`src/aux_timer_pkg.sv`:
```
// constants for the auxiliary 16-bit timer/counter control unit
// assumes an 8-bit special function register space with bit-addressable rows
package aux_timer_pkg;
    // register addresses in special function space
    localparam logic [7:0] CONTROL_ADDR = 8'hC8;
    localparam logic [7:0] MODE_ADDR = 8'hC9;
    localparam logic [7:0] CAP_LOW_ADDR = 8'hCA;
    localparam logic [7:0] CAP_HIGH_ADDR = 8'hCB;
    localparam logic [7:0] COUNT_LOW_ADDR = 8'hCC;
    localparam logic [7:0] COUNT_HIGH_ADDR = 8'hCD;
    // reset values and fixed word/byte constants
    localparam logic [7:0] CONTROL_RESET = 8'h00;
    localparam logic [7:0] MODE_RESET = 8'h00;
    localparam logic [15:0] WORD_RESET = 16'h0000;
    localparam logic [15:0] COUNT_TOP = 16'hFFFF;
    localparam logic [7:0] BYTE_ZERO = 8'h00;
    localparam logic [7:0] BIT_ONE = 8'h01;
    // control register fields
    localparam int OVERFLOW_BIT = 7;
    localparam int EXT_EVENT_BIT = 6;
    localparam int RX_BAUD_BIT = 5;
    localparam int TX_BAUD_BIT = 4;
    localparam int EXT_ENABLE_BIT = 3;
    localparam int RUN_BIT = 2;
    localparam int COUNTER_SEL_BIT = 1;
    localparam int CAP_RELOAD_BIT = 0;
    // mode register field
    localparam int DOWN_COUNT_BIT = 0;
    // bit address row: upper five bits select the register
    localparam int BIT_ROW_LSB = 3;
    // oscillator periods per machine cycle and per state time
    localparam int OSC_PER_MACHINE = 12;
    localparam int OSC_PER_STATE = 2;
endpackage

```
`src/aux_timer_control_unit.sv`:
```
// auxiliary 16-bit timer/counter: control register, count, capture/reload, baud ticks
// assumes REF_CLK is the oscillator clock and the special function bus is synchronous
`timescale 1ns/100ps
module aux_timer_control_unit (
    // clock and reset
    input wire logic REF_CLK,
    input wire logic RESETN,
    // special function byte access
    input wire logic [7:0] SFR_ADDR,
    input wire logic SFR_WR,
    input wire logic [7:0] SFR_WDATA,
    output logic [7:0] SFR_RDATA,
    // special function bit access
    input wire logic [7:0] SFR_BIT_ADDR,
    input wire logic SFR_BIT_WR,
    input wire logic SFR_BIT_WDATA,
    // external pins
    input wire logic COUNT_INPUT_PIN,
    input wire logic TRIGGER_PIN,
    // interrupt system
    input wire logic TIMER_IRQ_ENABLE,
    output logic TIMER_IRQ,
    // serial port clocking
    input wire logic TIMER1_OVERFLOW,
    output logic RX_BAUD_TICK,
    output logic TX_BAUD_TICK
);
    logic machine_tick, state_tick;
    logic [7:0] ctrl_reg, ctrl_next;
    logic [7:0] mode_reg, mode_next;
    logic [15:0] count_reg, count_next;
    logic [15:0] cap_reg, cap_next;
    logic count_prev_reg, count_prev_next;
    logic trig_prev_reg, trig_prev_next;
    logic [7:0] rdata_reg, rdata_next;
    logic irq_reg, irq_next;
    logic rx_tick_reg, rx_tick_next;
    logic tx_tick_reg, tx_tick_next;
    logic baud, capture_mode, updown, up, tick, inc;
    logic count_edge, trig_fall, ext_event, wrap_up, wrap_dn;
    logic bit_hit;
    logic [7:0] wr_mask, wr_data;

    aux_timer_prescaler #(
        .MACHINE_DIV(aux_timer_pkg::OSC_PER_MACHINE),
        .STATE_DIV(aux_timer_pkg::OSC_PER_STATE)
    ) u_prescaler (
        .clk(REF_CLK),
        .resetn(RESETN),
        .machine_tick(machine_tick),
        .state_tick(state_tick)
    );

    always_comb begin
        baud = ctrl_reg[aux_timer_pkg::RX_BAUD_BIT] | ctrl_reg[aux_timer_pkg::TX_BAUD_BIT];
        capture_mode = ctrl_reg[aux_timer_pkg::CAP_RELOAD_BIT] & ~baud;
        updown = mode_reg[aux_timer_pkg::DOWN_COUNT_BIT] & ~ctrl_reg[aux_timer_pkg::CAP_RELOAD_BIT] & ~baud;
        // in up/down mode the trigger pin is the direction, not an event
        up = ~updown | TRIGGER_PIN;
        // pins are sampled once per machine cycle; a fall needs a high then a low sample
        count_prev_next = machine_tick ? COUNT_INPUT_PIN : count_prev_reg;
        trig_prev_next = machine_tick ? TRIGGER_PIN : trig_prev_reg;
        count_edge = machine_tick & count_prev_reg & ~COUNT_INPUT_PIN;
        trig_fall = machine_tick & trig_prev_reg & ~TRIGGER_PIN;
        tick = baud ? state_tick : machine_tick;
        inc = ctrl_reg[aux_timer_pkg::RUN_BIT]
            & (ctrl_reg[aux_timer_pkg::COUNTER_SEL_BIT] ? count_edge : tick);
        wrap_up = inc & up & (count_reg == aux_timer_pkg::COUNT_TOP);
        wrap_dn = inc & ~up & (count_reg == cap_reg);
        ext_event = ctrl_reg[aux_timer_pkg::EXT_ENABLE_BIT] & ~baud & ~updown & trig_fall;

        // count and capture/reload words
        count_next = count_reg;
        cap_next = cap_reg;
        if (inc) begin
            if (wrap_up) begin
                count_next = capture_mode ? aux_timer_pkg::WORD_RESET : cap_reg;
            end else if (wrap_dn) begin
                count_next = aux_timer_pkg::COUNT_TOP;
            end else begin
                count_next = up ? count_reg + 16'h0001 : count_reg - 16'h0001;
            end
        end
        if (ext_event) begin
            if (capture_mode) begin
                cap_next = count_reg;
            end else begin
                count_next = cap_reg;
            end
        end
        // software byte writes take precedence over hardware updates of the same byte
        if (SFR_WR) begin
            unique case (SFR_ADDR)
                aux_timer_pkg::COUNT_LOW_ADDR: count_next[7:0] = SFR_WDATA;
                aux_timer_pkg::COUNT_HIGH_ADDR: count_next[15:8] = SFR_WDATA;
                aux_timer_pkg::CAP_LOW_ADDR: cap_next[7:0] = SFR_WDATA;
                aux_timer_pkg::CAP_HIGH_ADDR: cap_next[15:8] = SFR_WDATA;
                default: ;
            endcase
        end

        // control register: byte write or single bit write
        bit_hit = SFR_BIT_WR
            & (SFR_BIT_ADDR[7:aux_timer_pkg::BIT_ROW_LSB] == aux_timer_pkg::CONTROL_ADDR[7:aux_timer_pkg::BIT_ROW_LSB]);
        wr_mask = aux_timer_pkg::BYTE_ZERO;
        wr_data = SFR_WDATA;
        if (SFR_WR && SFR_ADDR == aux_timer_pkg::CONTROL_ADDR) begin
            wr_mask = ~aux_timer_pkg::BYTE_ZERO;
        end else if (bit_hit) begin
            wr_mask = aux_timer_pkg::BIT_ONE << SFR_BIT_ADDR[aux_timer_pkg::BIT_ROW_LSB-1:0];
            wr_data = {8{SFR_BIT_WDATA}};
        end
        ctrl_next = (ctrl_reg & ~wr_mask) | (wr_data & wr_mask);
        // hardware sets win over a software clear in the same cycle
        if ((wrap_up | wrap_dn) & ~baud) begin
            ctrl_next[aux_timer_pkg::OVERFLOW_BIT] = 1'b1;
        end
        if (updown & (wrap_up | wrap_dn)) begin
            ctrl_next[aux_timer_pkg::EXT_EVENT_BIT] = ~ctrl_reg[aux_timer_pkg::EXT_EVENT_BIT];
        end
        if (ext_event) begin
            ctrl_next[aux_timer_pkg::EXT_EVENT_BIT] = 1'b1;
        end

        mode_next = mode_reg;
        if (SFR_WR && SFR_ADDR == aux_timer_pkg::MODE_ADDR) begin
            mode_next[aux_timer_pkg::DOWN_COUNT_BIT] = SFR_WDATA[aux_timer_pkg::DOWN_COUNT_BIT];
        end

        // interrupt request; the flag in up/down mode is only a 17th count bit
        irq_next = TIMER_IRQ_ENABLE & (ctrl_reg[aux_timer_pkg::OVERFLOW_BIT]
            | (ctrl_reg[aux_timer_pkg::EXT_EVENT_BIT] & ~updown));

        rx_tick_next = ctrl_reg[aux_timer_pkg::RX_BAUD_BIT] ? wrap_up : TIMER1_OVERFLOW;
        tx_tick_next = ctrl_reg[aux_timer_pkg::TX_BAUD_BIT] ? wrap_up : TIMER1_OVERFLOW;

        unique case (SFR_ADDR)
            aux_timer_pkg::CONTROL_ADDR: rdata_next = ctrl_reg;
            aux_timer_pkg::MODE_ADDR: rdata_next = mode_reg;
            aux_timer_pkg::CAP_LOW_ADDR: rdata_next = cap_reg[7:0];
            aux_timer_pkg::CAP_HIGH_ADDR: rdata_next = cap_reg[15:8];
            aux_timer_pkg::COUNT_LOW_ADDR: rdata_next = count_reg[7:0];
            aux_timer_pkg::COUNT_HIGH_ADDR: rdata_next = count_reg[15:8];
            default: rdata_next = aux_timer_pkg::BYTE_ZERO;
        endcase
    end

    always_ff @(posedge REF_CLK or negedge RESETN) begin
        if (!RESETN) begin
            ctrl_reg <= aux_timer_pkg::CONTROL_RESET;
            mode_reg <= aux_timer_pkg::MODE_RESET;
            count_reg <= aux_timer_pkg::WORD_RESET;
            cap_reg <= aux_timer_pkg::WORD_RESET;
            count_prev_reg <= 1'b0;
            trig_prev_reg <= 1'b0;
            rdata_reg <= aux_timer_pkg::BYTE_ZERO;
            irq_reg <= 1'b0;
            rx_tick_reg <= 1'b0;
            tx_tick_reg <= 1'b0;
        end else begin
            ctrl_reg <= ctrl_next;
            mode_reg <= mode_next;
            count_reg <= count_next;
            cap_reg <= cap_next;
            count_prev_reg <= count_prev_next;
            trig_prev_reg <= trig_prev_next;
            rdata_reg <= rdata_next;
            irq_reg <= irq_next;
            rx_tick_reg <= rx_tick_next;
            tx_tick_reg <= tx_tick_next;
        end
    end

    assign SFR_RDATA = rdata_reg;
    assign TIMER_IRQ = irq_reg;
    assign RX_BAUD_TICK = rx_tick_reg;
    assign TX_BAUD_TICK = tx_tick_reg;
endmodule // aux_timer_control_unit

```
`src/aux_timer_prescaler.sv`:
```
// machine-cycle and state-time tick generator
// assumes clk is the oscillator clock; ticks are one-cycle pulses
`timescale 1ns/100ps
module aux_timer_prescaler #(
    parameter int MACHINE_DIV = aux_timer_pkg::OSC_PER_MACHINE,
    parameter int STATE_DIV = aux_timer_pkg::OSC_PER_STATE
) (
    input wire logic clk,
    input wire logic resetn,
    output logic machine_tick,
    output logic state_tick
);
    logic [7:0] machine_cnt_reg, machine_cnt_next;
    logic [7:0] state_cnt_reg, state_cnt_next;
    logic machine_tick_reg, machine_tick_next;
    logic state_tick_reg, state_tick_next;

    always_comb begin
        machine_tick_next = (machine_cnt_reg == 8'(MACHINE_DIV - 1));
        machine_cnt_next = machine_tick_next ? 8'h00 : machine_cnt_reg + 8'h01;
        state_tick_next = (state_cnt_reg == 8'(STATE_DIV - 1));
        state_cnt_next = state_tick_next ? 8'h00 : state_cnt_reg + 8'h01;
    end

    always_ff @(posedge clk or negedge resetn) begin
        if (!resetn) begin
            machine_cnt_reg <= 8'h00;
            state_cnt_reg <= 8'h00;
            machine_tick_reg <= 1'b0;
            state_tick_reg <= 1'b0;
        end else begin
            machine_cnt_reg <= machine_cnt_next;
            state_cnt_reg <= state_cnt_next;
            machine_tick_reg <= machine_tick_next;
            state_tick_reg <= state_tick_next;
        end
    end

    assign machine_tick = machine_tick_reg;
    assign state_tick = state_tick_reg;
endmodule // aux_timer_prescaler

```
`config.mk`:
```
export PLATFORM = sky130hd
export DESIGN_NAME = aux_timer_control_unit
export DESIGN_NICKNAME = d
export VERILOG_FILES = /design/src/aux_timer_pkg.sv /design/src/aux_timer_control_unit.sv /design/src/aux_timer_prescaler.sv
export SDC_FILE = /design/constraint.sdc
export NUM_CORES = 1
export LEC_CHECK = 0
export BUFFER_PORTS_ARGS = -buffer_cell sky130_fd_sc_hd__buf_4
export CAP_MARGIN = 5
export CORE_MARGIN = 2
export CORE_UTILIZATION = 60
export CTS_CLUSTER_DIAMETER = 60
export DETAILED_ROUTE_END_ITERATION = 10
export GPL_TIMING_DRIVEN = 0
export PLACE_DENSITY = 0.83
export SYNTH_ARGS = -nofsm -noshare
export SYNTH_HDL_FRONTEND = slang
export SYNTH_HIERARCHICAL = 1
export SYNTH_SLANG_ARGS = --single-unit
```
`constraint.sdc`:
```
create_clock -name REF_CLK -period 4.16 [get_ports REF_CLK]
set_input_delay 0.416 -clock REF_CLK [delete_from_list [all_inputs] [get_ports REF_CLK]]
set_output_delay 0.416 -clock REF_CLK [all_outputs]
set_load 0.05 [all_outputs]
```
==> Word level (Yosys, flattened, before mapping) <==
Cells that the tools add are included.
{ "word_totals": {"regBits": 72, "latch_bits": 0, "ram_bits": 0, "mem_bits_ro": 0, "inputBits": 33, "out_inout_bits": 11, "elab_cells": 96, "mem_count": 0} }
{ "op_classes": {"add_sub_neg": 4, "n_mul": 0, "div": 0, "n_lt_le_gt_ge": 0, "n_eq_ne": 11, "shifts": 1, "mux": 29, "bitwise": 35, "n_reduce_logical": 2} }
{ "ops": {"columns": ["cell", "n"], "rows": [
  ["16-bit two-way mux", 11],
  ["8-bit two-way mux", 10],
  ["8-bit == test, second input constant", 6],
  ["8-bit one-hot mux with 6 select lines", 1],
  ["1-bit AND", 20],
  ["16-bit by 1-bit adder with 16-bit output, second input constant", 1],
  ["8-bit by 1-bit adder with 8-bit output, second input constant", 2],
  ["8-bit AND", 2],
  ["16-bit == test", 1],
  ["16-bit == test, second input constant", 1],
  ["16-bit by 1-bit subtractor with 16-bit output, second input constant", 1],
  ["8-bit by 1-bit == test with 1-bit output, second input constant", 1],
  ["8-bit by 4-bit == test with 1-bit output, second input constant", 1],
  ["8-bit NOT", 1],
  ["8-bit bitwise OR", 1],
  ["1-bit by 3-bit left shift with 8-bit output, first input constant", 1],
  ["1-bit two-way mux", 7],
  ["1-bit NOT", 7],
  ["5-bit == test, second input constant", 1],
  ["1-bit bitwise OR", 4],
  ["1-bit logical AND", 2]
]} }

==> Logic depth before layout (Yosys ltp) <==
{ "logic_depth": {"word_depth": 15, "ltp_mapped": 12, "ltp_nobuf": 11} }

==> Hierarchy <==
The synthesis kept the hierarchy.
{ "modules_own_cells": {"columns": ["module", "n_inst", "cells_per_inst", "area_per_inst_um2", "seq_area_each_um2"], "rows": [
  ["aux_timer_control_unit", 1, 506, 4266.6, 1351.3],
  ["aux_timer_prescaler", 1, 66, 783.3, 450.4]
]} }

==> Worst setup path after synthesis <==
Ideal clock, no wire load.
{ "synth_timing": {"path_type": "register to register", "from": "register with a tool-made name", "to": "register count_reg[10]", "setup_ns": 0.138, "arrival_ns": 2.808, "t_required_ns": 4.022, "path_slack_ns": 1.215, "stages_incl_launch_ff": 11, "path_buffers": 1, "period_less_slack_ns": 2.945, "cell_sequence": "dfrtp_1 > buf_6 > nor4b_4 > nand2_2 > xnor2_1 > ha_1 > or4_4 > a2111o_1 > and3_1 > a2111oi_2 > o22ai_1"} }
{ "synth_rtl": {"columns": ["element", "line_no", "text"], "rows": [
  ["end signal, assigned", "aux_timer_control_unit.sv:152", "count_reg <= aux_timer_pkg::WORD_RESET;"],
  ["end signal, assigned", "aux_timer_control_unit.sv:163", "count_reg <= count_next;"],
  ["end, declared", "aux_timer_control_unit.sv:31", "logic [15:0] count_reg, count_next;"]
]} }

==> results.py <==
metrics = {
    "global_route": {
        "grt_use_total_pct": 37.2,
        "grt_pass1_wl_um": 25100,
        "antenna_found_initial": 0,
        "grt_max_degree": 73,
        "grt_pass1_vias": 4696,
        "grt_overflow_total": 0,
    },
    "cts": {
        "path_clk_slew_ps": 80,
        "cts_max_path_buffers": 2,
        "clk_latency_ps": 360,
        "postCtsHoldBufs": 0,
        "cts_sinks": 72,
        "htree_levels": 3,
        "cts_buffers": 9,
        "cts_tree": "done",
        "cts_setup_buffers": 0,
        "ctsResizeCount": 0,
        "root_buffer": "clkbuf_8",
    },
    "logic_synthesis": {
        "synth_nets": 609,
        "synth.avg_cell_area_um2": 8.83,
        "syn_inst": 572,
        "async_flop_share_pct": 100,
        "synthesis.area_mm2": 0.00505,
        "synth-main-ff-cell": "dfrtp_1",
        "yosysWarnings": 6,
        "synth-edff-count": 0,
        "ys_types": 78,
        "ys_ff_latch": 72,
        "yosysSeqAreaShare_pct": 35.7,
    },
    "detailed_routing": {
        "met2_length_um": 7310,
        "first_iter_violations": 590,
        "dr_wl_met3_um": 1770,
        "postRouteAntennaNets": 0,
        "wl_um": 16000,
        "drc": 0,
        "routedWlPerCell_um": 21.8,
        "dr.pass1.iters": 6,
        "vias": 4955,
        "routed.top_layer": "met4",
        "post_drt_via_cell_ratio": 6.74,
        "drt-met1-wl_um": 6120,
    },
    "worst_setup_path": {
        "crit_slowest_cell": "nor4b_4",
        "rr_endpoint": "count_reg[10]",
        "worstSetupStartpointType": "flop",
        "worst-r2r-cell-count": 10,
        "r2r_slack_ps": 700,
        "path_max_fanout": 9,
        "cp_slowest_stage_delay_ps": 500,
        "cp_cell_sequence": "buf_4, nor4b_4, nand2_2, xnor2_1, ha_1, or4_4, a2111o_1, and3_1, a2111oi_2, o22ai_1",
        "critPathRequiredTime_ps": 4380,
        "critical_path_class": "reg2reg",
        "endpoint": "count_reg[10]",
        "crit_arrival_ps": 3680,
        "cp-end-kind": "flop",
    },
    "sta": {
        "final_hold_viol_count": 0,
        "fmaxAchievable_mhz": 289,
        "worst_pin_slew_ps": 1070,
        "fin_tns_setup_ps": 0,
        "finalClockSkew_ps": 11.0,
        "whs_ps": 161,
        "setup_viol": 0,
        "grt_setup_unrepaired": "false",
        "fin_crit_ps": 3460,
        "slew_violations": 0,
        "slew_headroom_pct": 28.3,
        "final.period_utilization_pct": 83.1,
    },
    "flow_run": {
        "drv_cap": 0,
    },
    "final_layout": {
        "final_common_cell": "dfrtp_1",
        "area_growth_pct": 13.6,
        "multi_input_comb_area_mm2": 0.00300,
        "layout_common_cells": "72 x dfrtp_1, 57 x nor2_1, 53 x nand2_1, 50 x a21oi_1, 49 x buf_4",
        "regArea_mm2": 0.00180,
        "fill_cells": 653,
        "nNetsFinal": 663,
        "drive_gt1_share_pct": 17.1,
        "diodes": 0,
    },
    "place": {
        "dpl.hpwl_um": 11500,
        "gp_congestion": 1.02,
        "portBuffers": 42,
    },
    "die": {
        "die_area_mm2": 0.00917,
        "fp.dieH_um": 95.7,
        "row_count": 33,
        "num_io_pins": 44,
        "start_util_pct": 61.8,
        "die_w_um": 95.7,
        "core_mm2": 0.00818,
    },
    "pwr": {
        "ir_drop_mv": 0.281,
        "p_leak_uw": 0.00239,
        "power_density_mw_per_mm2": 370,
        "sequentialPowerShare_pct": 39.2,
        "clock_power_share_pct": 30.8,
        "combPwrFrac_pct": 30.1,
        "sw_frac_of_total_pct": 34.9,
        "intPower_uw": 1380,
        "switchingPower_uw": 740,
    },
    "hold_path": {
        "hp-class": "in2async",
    },
    "run_status": {
        "status": "completed",
    },
}
## layer usage
layer | vias up | global-route usage [%]
met5 | - | 0
met4 | 0 | 19.4
met2 | 341 | 58.7
li1 | 2189 | -
met1 | 2349 | 47.7
met3 | 76 | 8.54
## metrics by stage
| stage | setup slack, ps | instances | total power [µW] | instance area, µm² | utilization (%) |
|---|---|---|---|---|---|
| global placement | 810 | 719 | 1440 | 5500 | 67.2 |
| detailed placement | 746 | 720 | 1450 | 5510 | 67.4 |
| floorplan | 1210 | 572 | 1250 | 5050 | - |
| finish | 704 | 735 | 2120 | 5740 | 70.2 |
| global route | 628 | 735 | 2190 | 5740 | 70.2 |
| CTS | 718 | 735 | 2100 | 5740 | 70.2 |
## how the worst min path moves through the flow
| stage | slack (ps) | from | cells past startpoint | to |
|---|---|---|---|---|
| global placement | 460 | u_prescaler/machine_cnt_reg[7] | 1 | u_prescaler/machine_cnt_reg[7] |
| CTS | 220 | RESETN | 1 | cap_reg[9] |
| global route | 260 | RESETN | 1 | SFR_RDATA[2] |
| detailed placement | 450 | u_prescaler/machine_cnt_reg[7] | 1 | u_prescaler/machine_cnt_reg[7] |
| floorplan | 120 | RESETN | 0 | RX_BAUD_TICK |
| finish | 160 | RESETN | 1 | SFR_RDATA[1] |
## worst max-delay path: cells and delay by family (launching register included)
family / cells / cell delay, ps
AOI/OAI and AO/OA: 3 / 940
and+or+nand+nor: 4 / 1420
DFF: 1 / 370
buffers and inverters: 1 / 170
xor gates and xnor gates: 1 / 180
adders and majority gates: 1 / 230
## layout make-up
class                   count  area share (%)
inverters                   7           0.458
clock buffers              11            2.64
plain buffers              39            3.97
repair buffers             43            5.63
multi-input cells         454            52.3
flip-flops and latches     72            31.4
clock inverters             4            1.35
well taps                 105            2.29
## synth_stat cells, drive strengths merged (5+ instances only)
cell type   n  share of area (%)
and3        8                1.0
nor4        6                1.2
o21a        5               0.74
xor2       11                1.9
buf        19                2.8
nand2      55                4.2
clkbuf     19                1.6
o21ai      29                2.9
or3         6               0.74
nor3       21                2.4
inv         7               0.52
nand3      20                2.1
nor2       59                4.6
nor3b       9                1.3
nand2b      9                1.1
mux2i      47                9.3
dfrtp      72                 36
xnor2      24                4.2
or4         6               0.97
mux2        5                1.1
nand4      11                1.4
a21oi      50                5.0
o221ai      9                1.6
## logic make-up (layout without fill, tap and decap cells)
| family | after synthesis | count (layout) | synth area share [%] |
|---|---|---|---|
| AND/OR/NAND/NOR | 227 | 227 | 24.0 |
| buffers and inverters | 46 | 104 | 5.03 |
| multiplexers | 53 | 53 | 10.9 |
| AO/OA/AOI/OAI | 135 | 135 | 17.3 |
| XOR/XNOR | 35 | 35 | 6.07 |
| adder cells (fa/ha/maj) | 4 | 4 | 0.991 |
| flip-flops | 72 | 72 | 35.7 |
## power groups by stage
stage                     registers [µW]  clock network [µW]  logic (µW)
after floorplan                      824                   0         423
after global placement               836                   0         605
after detailed placement             838                   0         617
after CTS                            825                 653         622
after global routing                 834                 676         682
final                                830                 653         638
Note: power is estimated with default switching activity, not from simulation.
